===== src/rtl/pim_pkg.sv =====
// Package with register map, field layouts and modes of the pin interrupt and pattern match block.
package pim_pkg;
    localparam int PIM_CH = 8;
    localparam int PIM_AW = 6;
    localparam int PIM_DW = 32;
    // Register word addresses (byte offsets on the core I/O bus).
    localparam logic [PIM_AW-1:0] PIM_ISEL = 6'h00;
    localparam logic [PIM_AW-1:0] PIM_IENR = 6'h04;
    localparam logic [PIM_AW-1:0] PIM_IENF = 6'h08;
    localparam logic [PIM_AW-1:0] PIM_RISE = 6'h0c;
    localparam logic [PIM_AW-1:0] PIM_FALL = 6'h10;
    localparam logic [PIM_AW-1:0] PIM_IST = 6'h14;
    localparam logic [PIM_AW-1:0] PIM_PMCTRL = 6'h18;
    localparam logic [PIM_AW-1:0] PIM_PMSRC = 6'h1c;
    localparam logic [PIM_AW-1:0] PIM_PMCFG = 6'h20;
    localparam logic [PIM_AW-1:0] PIM_PMST = 6'h24;
    localparam logic [PIM_AW-1:0] PIM_MASK = 6'h28;
    localparam logic [PIM_AW-1:0] PIM_PINS = 6'h2c;
    // Pattern match control fields.
    localparam int PIM_PMCTRL_SEL = 0;
    localparam int PIM_PMCTRL_EV = 1;
    // Each slice has a 3-bit condition in the config word and a 3-bit input select in the source word.
    localparam int PIM_CW = 3;
    localparam logic [PIM_DW-1:0] PIM_ZERO = 32'h0000_0000;
    // Slice conditions.
    typedef enum logic [2:0] {
        PIM_C_TRUE, PIM_C_RISE, PIM_C_FALL, PIM_C_EDGE,
        PIM_C_HIGH, PIM_C_LOW, PIM_C_ENDCHAIN, PIM_C_NEVER
    } pim_cond_t;
endpackage


===== src/rtl/pim_slice.sv =====
// One pattern match slice: tests a selected input for a level or a transition.
`timescale 1ns/1ns
module pim_slice (
    input wire logic [pim_pkg::PIM_CH-1:0] cur,
    input wire logic [pim_pkg::PIM_CH-1:0] prev,
    input wire logic [pim_pkg::PIM_CW-1:0] src,
    input wire pim_pkg::pim_cond_t cond,
    output logic hit,
    output logic ends_term
);
    import pim_pkg::*;
    logic c;
    logic p;
    assign c = cur[src];
    assign p = prev[src];
    assign ends_term = (cond == PIM_C_ENDCHAIN);
    always_comb begin
        unique case (cond)
            PIM_C_TRUE: hit = 1'b1;
            PIM_C_RISE: hit = c & ~p;
            PIM_C_FALL: hit = ~c & p;
            PIM_C_EDGE: hit = c ^ p;
            PIM_C_HIGH: hit = c;
            PIM_C_LOW: hit = ~c;
            PIM_C_ENDCHAIN: hit = c;
            PIM_C_NEVER: hit = 1'b0;
        endcase
    end
endmodule


===== src/rtl/pim_top.sv =====
// Pin interrupt and pattern match engine with register port and per-channel request outputs.
//
// Overview of operation
// - Eight selected pin inputs each act as an edge or level interrupt source.
// - Each channel drives its own separate interrupt request line while pattern match mode is off; in that mode the lines carry product terms.
// - Edge channels trigger on rising, falling, or both edges.
// - Level channels are programmable high-active or low-active.
// - Pin request detection works without the processor and drives the wake output while pattern match mode is off.
// - Up to eight selected inputs form one boolean sum-of-minterms expression.
// - Each term slice tests its input for a level or a transition.
// - Every product term raises its own dedicated request when true.
// - When enabled, any match holds the core event notify output high for as long as it lasts.
// - The event notify signal is also driven to a pin output.
// - Pattern match requests never contribute to the wake output.
// - Inputs are sampled regardless of pin function; selection is external.
// - Registers answer single-cycle reads and writes on the I/O port.
`timescale 1ns/1ns
module pim_top #(
    parameter int N = pim_pkg::PIM_CH
) (
    input wire logic core_clk,
    input wire logic rst,
    input wire logic [N-1:0] pin_in,
    input wire logic [pim_pkg::PIM_AW-1:0] reg_addr,
    input wire logic [pim_pkg::PIM_DW-1:0] reg_wdata,
    input wire logic reg_wr,
    input wire logic reg_rd,
    output logic [pim_pkg::PIM_DW-1:0] reg_rdata,
    output logic [N-1:0] pin_irq,
    output logic wake_req,
    output logic core_event_notify,
    output logic event_pin_out,
    output logic irq
);
    import pim_pkg::*;

    // Pins are chosen by the system_config_block; this block sees them whatever owns the pad.
    logic [N-1:0] cur_r;
    logic [N-1:0] prev_r;
    logic [N-1:0] isel_r;
    logic [N-1:0] ienr_r;
    logic [N-1:0] ienf_r;
    logic [N-1:0] rise_r;
    logic [N-1:0] fall_r;
    logic [N-1:0] ist_r;
    logic [N-1:0] pmst_r;
    logic [N-1:0] mask_r;
    logic [1:0] pmctrl_r;
    logic [N*PIM_CW-1:0] pmsrc_r;
    logic [N*PIM_CW-1:0] pmcfg_r;
    logic [N-1:0] pin_req;
    logic [N-1:0] term_hit;
    logic [N-1:0] slice_hit;
    logic [N-1:0] slice_end;
    logic [N-1:0] rise_ev;
    logic [N-1:0] fall_ev;
    logic [N-1:0] pm_req;
    logic any_match;
    logic [PIM_DW-1:0] rdata_nxt;

    function automatic logic wr_hit(input logic [PIM_AW-1:0] a, input logic [PIM_AW-1:0] off);
        wr_hit = reg_wr && (a == off);
    endfunction

    function automatic logic [PIM_DW-1:0] widen(input logic [N-1:0] v);
        widen = PIM_ZERO;
        widen[N-1:0] = v;
    endfunction

    // Slice words hold one field per slice; bits above the last slice read back as zero.
    function automatic logic [PIM_DW-1:0] widen_cfg(input logic [N*PIM_CW-1:0] v);
        widen_cfg = PIM_ZERO;
        widen_cfg[N*PIM_CW-1:0] = v;
    endfunction

    function automatic logic [N-1:0] clr_bits(input logic [PIM_AW-1:0] off);
        clr_bits = wr_hit(reg_addr, off) ? reg_wdata[N-1:0] : '0;
    endfunction

    // Input capture and previous sample for transition detection.
    always_ff @(posedge core_clk) begin
        if (rst) begin
            // Tracking the pins through reset keeps a pin that idles high from posing as a fresh edge.
            cur_r <= pin_in;
            prev_r <= pin_in;
        end else begin
            cur_r <= pin_in;
            prev_r <= cur_r;
        end
    end

    assign rise_ev = cur_r & ~prev_r;
    assign fall_ev = ~cur_r & prev_r;

    // Configuration registers, one process each; writes to any other address leave them alone.
    always_ff @(posedge core_clk) begin
        if (rst) begin
            isel_r <= '0;
        end else if (wr_hit(reg_addr, PIM_ISEL)) begin
            isel_r <= reg_wdata[N-1:0];
        end
    end

    always_ff @(posedge core_clk) begin
        if (rst) begin
            ienr_r <= '0;
        end else if (wr_hit(reg_addr, PIM_IENR)) begin
            ienr_r <= reg_wdata[N-1:0];
        end
    end

    always_ff @(posedge core_clk) begin
        if (rst) begin
            ienf_r <= '0;
        end else if (wr_hit(reg_addr, PIM_IENF)) begin
            ienf_r <= reg_wdata[N-1:0];
        end
    end

    // Switching mode while inputs are active can leave stale status bits; clear status after a switch.
    always_ff @(posedge core_clk) begin
        if (rst) begin
            pmctrl_r <= '0;
        end else if (wr_hit(reg_addr, PIM_PMCTRL)) begin
            pmctrl_r <= reg_wdata[PIM_PMCTRL_EV:PIM_PMCTRL_SEL];
        end
    end

    // Only the slice fields are stored, so the unused top bits cost no flops.
    always_ff @(posedge core_clk) begin
        if (rst) begin
            pmsrc_r <= '0;
        end else if (wr_hit(reg_addr, PIM_PMSRC)) begin
            pmsrc_r <= reg_wdata[N*PIM_CW-1:0];
        end
    end

    always_ff @(posedge core_clk) begin
        if (rst) begin
            pmcfg_r <= '0;
        end else if (wr_hit(reg_addr, PIM_PMCFG)) begin
            pmcfg_r <= reg_wdata[N*PIM_CW-1:0];
        end
    end

    always_ff @(posedge core_clk) begin
        if (rst) begin
            mask_r <= '0;
        end else if (wr_hit(reg_addr, PIM_MASK)) begin
            mask_r <= reg_wdata[N-1:0];
        end
    end

    // Sticky edge flags; a new edge in the clearing cycle wins over the clear.
    // Every input latches its edges whatever its enables, so software can poll an input that requests nothing.
    always_ff @(posedge core_clk) begin
        if (rst) begin
            rise_r <= '0;
        end else begin
            rise_r <= (rise_r & ~clr_bits(PIM_RISE)) | rise_ev;
        end
    end

    always_ff @(posedge core_clk) begin
        if (rst) begin
            fall_r <= '0;
        end else begin
            fall_r <= (fall_r & ~clr_bits(PIM_FALL)) | fall_ev;
        end
    end

    // In level mode the fall enable selects the polarity: one is low-active.
    // An edge channel keeps requesting until software clears its flag.
    always_comb begin
        for (int i = 0; i < N; i++) begin
            if (isel_r[i]) begin
                pin_req[i] = ienf_r[i] ? ~cur_r[i] : (ienr_r[i] & cur_r[i]);
            end else begin
                pin_req[i] = (ienr_r[i] & rise_r[i]) | (ienf_r[i] & fall_r[i]);
            end
        end
    end

    // Pattern match slices; a term runs from after one chain end up to the next.
    genvar g;
    generate
        for (g = 0; g < N; g++) begin : g_slice
            pim_slice u_slice (
                .cur(cur_r),
                .prev(prev_r),
                .src(pmsrc_r[g*PIM_CW +: PIM_CW]),
                .cond(pim_cond_t'(pmcfg_r[g*PIM_CW +: PIM_CW])),
                .hit(slice_hit[g]),
                .ends_term(slice_end[g])
            );
        end
    endgenerate

    // Product terms: running AND reset after each end marker; the last slice always ends a term.
    always_comb begin
        logic acc;
        acc = 1'b1;
        term_hit = '0;
        for (int i = 0; i < N; i++) begin
            acc = acc & slice_hit[i];
            if (slice_end[i] || i == N-1) begin
                term_hit[i] = acc;
                acc = 1'b1;
            end
        end
    end

    assign pm_req = pmctrl_r[PIM_PMCTRL_SEL] ? term_hit : '0;
    assign any_match = |pm_req;

    // Pin and pattern match status bits, sticky, set wins over the write-one clear.
    // A level request still present when software clears its bit sets it again, so remove the cause first.
    always_ff @(posedge core_clk) begin
        if (rst) begin
            ist_r <= '0;
        end else begin
            ist_r <= (ist_r & ~clr_bits(PIM_IST)) | pin_req;
        end
    end

    always_ff @(posedge core_clk) begin
        if (rst) begin
            pmst_r <= '0;
        end else begin
            pmst_r <= (pmst_r & ~clr_bits(PIM_PMST)) | pm_req;
        end
    end

    // Request outputs: pin channel or pattern term per line, depending on mode.
    always_ff @(posedge core_clk) begin
        if (rst) begin
            pin_irq <= '0;
        end else begin
            pin_irq <= pmctrl_r[PIM_PMCTRL_SEL] ? pm_req : pin_req;
        end
    end

    // Wake uses only the pin flops and needs no processor activity; pattern terms never reach it.
    always_ff @(posedge core_clk) begin
        if (rst) begin
            wake_req <= 1'b0;
        end else begin
            wake_req <= pmctrl_r[PIM_PMCTRL_SEL] ? 1'b0 : |pin_req;
        end
    end

    always_ff @(posedge core_clk) begin
        if (rst) begin
            core_event_notify <= 1'b0;
        end else begin
            core_event_notify <= pmctrl_r[PIM_PMCTRL_EV] & any_match;
        end
    end

    // A flop of its own for the pad, so pad routing does not load the core event line.
    always_ff @(posedge core_clk) begin
        if (rst) begin
            event_pin_out <= 1'b0;
        end else begin
            event_pin_out <= pmctrl_r[PIM_PMCTRL_EV] & any_match;
        end
    end

    // Status, not live requests, feeds the interrupt, so a one-cycle term pulse is not lost.
    always_ff @(posedge core_clk) begin
        if (rst) begin
            irq <= 1'b0;
        end else begin
            irq <= |((ist_r | pmst_r) & mask_r);
        end
    end

    // Read mux; unmapped addresses read zero.
    always_comb begin
        unique case (reg_addr)
            PIM_ISEL: rdata_nxt = widen(isel_r);
            PIM_IENR: rdata_nxt = widen(ienr_r);
            PIM_IENF: rdata_nxt = widen(ienf_r);
            PIM_RISE: rdata_nxt = widen(rise_r);
            PIM_FALL: rdata_nxt = widen(fall_r);
            PIM_IST: rdata_nxt = widen(ist_r);
            PIM_PMCTRL: rdata_nxt = {30'h0000_0000, pmctrl_r};
            PIM_PMSRC: rdata_nxt = widen_cfg(pmsrc_r);
            PIM_PMCFG: rdata_nxt = widen_cfg(pmcfg_r);
            PIM_PMST: rdata_nxt = widen(pmst_r);
            PIM_MASK: rdata_nxt = widen(mask_r);
            PIM_PINS: rdata_nxt = widen(cur_r);
            default: rdata_nxt = PIM_ZERO;
        endcase
    end

    // Read data is zero outside the answer cycle, so several slaves can share an OR-ed return path.
    always_ff @(posedge core_clk) begin
        if (rst) begin
            reg_rdata <= PIM_ZERO;
        end else begin
            reg_rdata <= reg_rd ? rdata_nxt : PIM_ZERO;
        end
    end
endmodule


===== config.mk =====
export PLATFORM = sky130hd
export DESIGN_NAME = pim_top
export DESIGN_NICKNAME = d
export VERILOG_FILES = /design/src/rtl/pim_pkg.sv /design/src/rtl/pim_slice.sv /design/src/rtl/pim_top.sv
export SDC_FILE = /design/constraint.sdc
export NUM_CORES = 1
export LEC_CHECK = 0
export ABC_AREA = 0
export BUFFER_PORTS_ARGS = -buffer_cell sky130_fd_sc_hd__buf_2
export CORE_ASPECT_RATIO = 0.7
export CORE_MARGIN = 8
export CORE_UTILIZATION = 55
export CTS_BUF_LIST = sky130_fd_sc_hd__clkbuf_4 sky130_fd_sc_hd__clkbuf_8
export CTS_CLUSTER_DIAMETER = 120
export DETAILED_ROUTE_END_ITERATION = 7
export PLACE_DENSITY = 0.85
export SYNTH_ARGS = -nofsm -noshare
export SYNTH_HDL_FRONTEND = slang
export SYNTH_SLANG_ARGS = --single-unit

===== constraint.sdc =====
create_clock -name core_clk -period 2.9 [get_ports core_clk]
set_input_delay 0.435 -clock core_clk [delete_from_list [all_inputs] [get_ports core_clk]]
set_output_delay 0.435 -clock core_clk [all_outputs]
set_load 0.03 [all_outputs]

After elaboration in Yosys (flattened, before gate mapping)
Cells that the tools add are included.

operators by class
  bitwise operators = 107
  reductions and logical operators = 33
  $lt $le $gt $ge = 8
  muxes and demuxes = 78
  eq/ne operators = 67

operators with widths
  kind                                                 count
  case mux 24 bit (12 select lines)                    1
  equality test 3 bit, second input constant           32
  bitwise AND 8 bit                                    7
  two-way mux 8 bit                                    7
  case mux 1 bit (7 select lines)                      8
  bitwise AND 1 bit                                    48
  binary-select mux 1 bit (select 3 bit)               16
  equality test 3 x 2 -> 1 bit, second input constant  16
  NOT 8 bit                                            6
  two-way mux 1 bit                                    46
  bitwise OR 8 bit                                     5
  < comparator 3 x 4 -> 1 bit, second input constant   8
  NOT 1 bit                                            25
  equality test 3 x 1 -> 1 bit, second input constant  8
  equality test 6 x 5 -> 1 bit, second input constant  4
  equality test 6 bit, second input constant           4
  logical NOT 3 bit                                    8
  OR reduction 8 bit                                   3
  OR reduction 2 bit                                   10
  equality test 6 x 4 -> 1 bit, second input constant  2
  logical AND 1 bit                                    11
  bitwise OR 1 bit                                     8
  bitwise XOR 1 bit                                    8
  equality test 6 x 3 -> 1 bit, second input constant  1
  logical NOT 6 bit                                    1

word-level totals
  bits in registers = 173
  output and inout bits = 44
  bits of input ports = 50
  word-level logic and storage cells = 311

Depth between registers and ports, before layout
  depth in word-level cells = 22
  mapped depth = 14

Modules after synthesis
From an unflattened synthesis, not the netlist that was laid out.

unflattened totals
  cell total of the unflattened synthesis = 968
  area, all modules = 8,732.1 um^2

modules (own cells, without submodules)
  module     area an instance (um^2)  cells each  times used
  pim_top    6,920.4                  824         1
  pim_slice  226.5                    18          8

Least setup slack after synthesis
OpenSTA, ideal clock, no wires.

  kind = register -> register
  start point = reg pmsrc_r[0]
  end point = reg event_pin_out
  cell stages (with the launch flop) = 14
  setup time = 77 ps
  path buffers = 1
  data arrival time = 3,102 ps
  slack = -279 ps
  period minus slack after synthesis = 3,179 ps
  data required time = 2,823 ps
  path through = dfxtp_1 > buf_6 > mux4_1 > mux2i_4 > inv_1 > ha_1 > and2_2 > o21ai_0 > a21oi_2 > o41ai_4 > a21oi_2 > o31a_1 > and4_1 > a41oi_2

between the ends
  cells in the longest elaborated chain, start to end = 22
  elaborated cells on any way between the ends = 34

ends and longest elaborated chain
  item                                                              RTL line                                           RTL
  start: declaration                                                pim_top.sv:49                                      logic [N*PIM_CW-1:0] pmsrc_r;
  start signal: assignment                                          pim_top.sv:134                                     pmsrc_r <= reg_wdata[N*PIM_CW-1:0];
  binary-select mux 1 bit (select 3 bit), on equally long branches  pim_slice.sv:14, pim_slice.sv:15
  two-way mux 1 bit, on equally long branches                       pim_slice.sv:14, pim_slice.sv:15
  NOT 1 bit, on equally long branches                               pim_slice.sv:21, pim_slice.sv:24, pim_slice.sv:20
  bitwise AND 1 bit, on equally long branches                       pim_slice.sv:21, pim_slice.sv:20
  case mux 1 bit (7 select lines) (*)                               pim_slice.sv:18                                    unique case (cond)
  two-way mux 1 bit                                                 pim_top.sv:206                                     if (slice_end[i] || i == N-1) begin
  bitwise AND 1 bit                                                 pim_top.sv:205                                     acc = acc & slice_hit[i];
  two-way mux 1 bit                                                 pim_top.sv:206
  (+6 left out)                                                     n/a
  bitwise AND 1 bit                                                 pim_top.sv:205
  two-way mux 1 bit                                                 pim_top.sv:206
  bitwise AND 1 bit                                                 pim_top.sv:205
  two-way mux 1 bit                                                 pim_top.sv:206
  bitwise AND 1 bit                                                 pim_top.sv:205
  two-way mux 8 bit (*)                                             pim_top.sv:213                                     assign pm_req = pmctrl_r[PIM_PMCTRL_SEL] ? term_hit : '0;
  OR reduction 8 bit (*)                                            pim_top.sv:214                                     assign any_match = |pm_req;
  bitwise AND 1 bit (*)                                             pim_top.sv:265                                     event_pin_out <= pmctrl_r[PIM_PMCTRL_EV] & any_match;
  end signal: assignment                                            pim_top.sv:265
  end: declaration                                                  pim_top.sv:32                                      output logic event_pin_out,

Mark *: on every way between the ends. The rest lies on a longest branch, timed or not. The select of a mux whose other input is x is not followed.
A chain may end at the register's enable or synchronous reset.

Worst setup path in the final report
  start point = reg pmsrc_r[3]
  end point = reg event_pin_out

between the ends
  cells in the longest elaborated chain, start to end = 21
  elaborated cells on any way between the ends = 32

ends and longest elaborated chain
  item                                                              RTL line
  binary-select mux 1 bit (select 3 bit), on equally long branches  pim_slice.sv:14, pim_slice.sv:15
  two-way mux 1 bit, on equally long branches                       pim_slice.sv:14, pim_slice.sv:15
  NOT 1 bit, on equally long branches                               pim_slice.sv:21, pim_slice.sv:24, pim_slice.sv:20
  bitwise AND 1 bit, on equally long branches                       pim_slice.sv:21, pim_slice.sv:20
  case mux 1 bit (7 select lines) (*)                               pim_slice.sv:18
  bitwise AND 1 bit (*)                                             pim_top.sv:205
  two-way mux 1 bit                                                 pim_top.sv:206
  bitwise AND 1 bit                                                 pim_top.sv:205
  (+5 left out)                                                     n/a
  bitwise AND 1 bit                                                 pim_top.sv:205
  two-way mux 1 bit                                                 pim_top.sv:206
  bitwise AND 1 bit                                                 pim_top.sv:205
  two-way mux 1 bit                                                 pim_top.sv:206
  bitwise AND 1 bit                                                 pim_top.sv:205
  two-way mux 8 bit (*)                                             pim_top.sv:213
  OR reduction 8 bit (*)                                            pim_top.sv:214
  bitwise AND 1 bit (*)                                             pim_top.sv:265

Marked as above.

==> run_results.csv <==
group,metric,value,unit
run_status,status,"complete, but fails checks",
run_status,violations,"design-rule violations, negative setup slack",
final_layout,design_area,10100,um2
synth,synthTopCellsByCount,"nand2_1, dfxtp_1, a21oi_1",
floorplanning,fp.dieH,120,um
sta,relSlewSlack,52.4,%
clocking,cts_buffers,17,
synth,synthCells,1016,
worst_setup_path,cp_max_fo,4,
synth,synth_xor_area_share,0.103,%
sta,min_period,3.25,ns
placement,dpl_cell_area,9520,um2
synth,synth_edf_count,0,
synth,async_reset_ff_share,0,%
final_layout,drive_gt1_share,26.4,%
floorplanning,ioPinCount,94,
global_routing,antenna_found_initial,0,
synth,synth-simple-area-share,19.7,%
worst_setup_path,r2r-start,"pmsrc_r[3]$_SDFFE_PP0P_",
worst_hold_path,min_delay_worst_endpoint,"cur_r[4]$_DFF_P_",
worst_setup_path,endpoint_kind,"flip-flop",
job,maxCapViolCount,0,
synth,synth_top_area_share,38.7,%
sta,fin_skew,0.0139,ns
synth,synth-seq-area-share,38.7,%
synth,synth.most_common_cell,"nand2_1",
sta,holdWs,0.0777,ns
synth,synth_compound_area_share,19.3,%
synth,netlist_area,8530,um2
floorplanning,initial_core_util,55.7,%
clocking,ctsHoldBuffers,0,
floorplanning,dieArea,19800,um2
routing,routed_wirelength,28600,um
routing,drt-initial-drc-count,1585,
worst_setup_path,start_kind,"flip-flop",
routing,num_vias,8623,
sta,tns,-2.75,ns
placement,portBuffers,77,
routing,drt_pass1_iterations,8,
sta,min_period_over_period,112,%
power_and_ir_drop,power_density,437,nW/um2
synth,synth_area_leaders,"dfxtp_1, nand2_1, a21oi_1, mux4_2, mux2i_1",
routing,wl_per_cell,21.4,um
worst_setup_path,crit_required,3.31,ns
sta,rsz0062_at_grt,"true",
final_layout,antennaDiodeCount,0,
worst_setup_path,reg2reg_slack,-0.35,ns
synth,synth_flop_cell,"dfxtp_1",
global_routing,grt_max_degree,79,
synth,yosys_register_bits,165,
synth,synth_fa_ha_area_share,2.46,%
synth,yosysWarnings,0,
floorplanning,fp.dieW,165,um
final_layout,syn2layout_area_growth,18.1,%
power_and_ir_drop,power.leakage,3.62,nW
synth,synth_top_family_by_area,"simple AND/OR/NAND/NOR gates",
worst_hold_path,hold_class,"input pin to flip-flop",
global_routing,gr-total-overflow,0,
sta,finalSetupViolCount,13,
placement,hpwlAfterDp,20100,um
worst_setup_path,worstSetupPathType,"flip-flop to flip-flop",
sta,worst_slack,-0.348,ns
global_routing,grt_pass1_wl,43500,um
routing,via_per_inst,6.44,
clocking,clk_pin_slew,0.09,ns
worst_hold_path,hp-start,"pin_in[4]",
power_and_ir_drop,vdd_drop_max,0.277,mV
clocking,clk_path_buf_depth,2,
sta,worst_pin_slew,0.708,ns
floorplanning,core_area,15300,um2
clocking,cts_tree,"done",
worst_setup_path,reg2regPathDepth,14,
routing,ant_nets,0,
floorplanning,num_rows,38,
final_layout,nets,1193,
sta,hold_viol_final,0,
final_layout,fin_util,65.8,%
placement,gp_congestion,1.06,
sta,slew_viol_final,0,
clocking,clkLatencyLatePin,0.48,ns
worst_setup_path,reg2reg_to,"event_pin_out$_SDFF_PP0_",
worst_hold_path,whs_path_depth,1,
clocking,cts.sink_count,165,
synth,avgSynthCellArea,8.40,um2
clocking,cts-htree-levels,4,
placement,pre_cts_ws,-0.275,ns
worst_setup_path,crit_arrival,3.66,ns
synth,synth_mux_area_share,13.0,%
synth,synth_top_area_cell,"dfxtp_1",
routing,drc,1,
synth,ys_types,72,
sta,clock.fmax,0.308,GHz
final_layout,fill_cells,1199,
clocking,cts_root_buffer,"clkbuf_8",
global_routing,grtUsageTotal,28.1,%
global_routing,grt_pass1_vias,7977,
-- worst max-delay path, stage by stage, from the launching register on --
cell      delay, ns
dfxtp_4        0.37
buf_4          0.15
mux2i_1        0.11
mux4_2         0.53
clkinv_2       0.09
ha_4           0.20
and2_1         0.19
o21ai_2        0.18
a21oi_2        0.12
o41ai_4        0.39
buf_4          0.18
a21oi_2        0.06
o31a_1         0.25
and4_1         0.16
a41oi_2        0.18
-- flip-flops by register name, indices dropped and copies added (netlist names), 2 cells and up --
signal / cells
cur_r: 8
fall_r: 8
ienf_r: 8
ienr_r: 8
isel_r: 8
ist_r: 8
mask_r: 8
pin_irq: 8
pmcfg_r: 24
pmctrl_r: 2
pmsrc_r: 24
pmst_r: 8
prev_r: 8
reg_rdata: 24
rise_r: 8
-- timing repair --
| action | CTS | global route |
|---|---|---|
| endpoints found under the setup margin | 13 | 15 |
| setup buffers | 3 | 0 |
| resized for setup | 27 | 15 |
| pin swaps | 16 | 5 |
-- placed cells by master, fill, tap and decap left out, types with 4 or more instances in the layout --
master / count
mux4_2: 29
nor3_1: 10
and2_1: 8
ha_1: 13
o21ai_0: 14
a31oi_1: 8
nor2b_1: 20
o22ai_1: 9
dfxtp_2: 6
a22oi_1: 19
a222oi_1: 6
a21oi_1: 115
mux2i_1: 27
a221oi_1: 19
dfxtp_1: 157
nand3_1: 37
nand2b_1: 5
nand3b_1: 4
inv_1: 37
nand2_1: 201
clkinvlp_4: 5
conb_1: 8
mux2_2: 9
buf_4: 91
a22o_1: 23
mux2i_2: 4
clkbuf_8: 19
buf_2: 76
a21oi_2: 13
nor2_1: 66
-- stage by stage --
stage | power (mW) | instances
after floorplan | 2.64 | 1023
after global placement | 2.80 | 1305
after detailed placement | 2.82 | 1305
after CTS | 4.37 | 1338
after global routing | 4.52 | 1338
final | 4.41 | 1338
-- final cells by class --
class	instances	area [um2]	share of cell area [%]
clock buffers	19	262	2.60
clock inverters	11	104	1.03
inverters	41	155	1.54
multi-input cells	732	4860	48.3
flip-flops and latches	165	3320	32.9
well taps	200	250	2.48
repair buffers	170	1120	11.2
-- kinds of logic after synthesis --
group | Yosys count
muxes | 71
AOI/OAI and AO/OA | 255
xor gates and xnor gates | 1
and+or+nand+nor | 380
other | 1
buffers and inverters | 126
adders and majority gates | 17
DFF | 165
-- power by group --
group | internal (mW) | total, mW | switching, mW
Sequential | 2.30 | 2.35 | 0.0451
Clock | 0.714 | 1.60 | 0.885
Combinational | 0.195 | 0.463 | 0.268
Total | 3.21 | 4.41 | 1.20
-- layer usage --
| layer | vias to the layer above | GRT usage (%) | wire length (um) |
|---|---|---|---|
| met2 | 629 | 39.3 | 12000 |
| met3 | 123 | 9.81 | 4460 |
| li1 | 3792 | - | - |
| met4 | 0 | 10.9 | 1040 |
| met1 | 4079 | 38.9 | 11100 |
| met5 | - | 0 | 0 |
-- worst max-delay path by stage --
stage | start | to | slack [ns] | depth (start not counted)
detailed placement | pmsrc_r[3]$_SDFFE_PP0P_ | event_pin_out$_SDFF_PP0_ | -0.28 | 13
finish | pmsrc_r[3]$_SDFFE_PP0P_ | event_pin_out$_SDFF_PP0_ | -0.35 | 14
floorplan | pmsrc_r[0]$_SDFFE_PP0P_ | event_pin_out$_SDFF_PP0_ | -0.03 | 13
CTS | pmsrc_r[0]$_SDFFE_PP0P_ | event_pin_out$_SDFF_PP0_ | -0.23 | 12
global placement | pmsrc_r[3]$_SDFFE_PP0P_ | event_pin_out$_SDFF_PP0_ | -0.22 | 13
global route | pmsrc_r[3]$_SDFFE_PP0P_ | event_pin_out$_SDFF_PP0_ | -0.41 | 14
No activity file was read; power rests on OpenSTA's default activity.
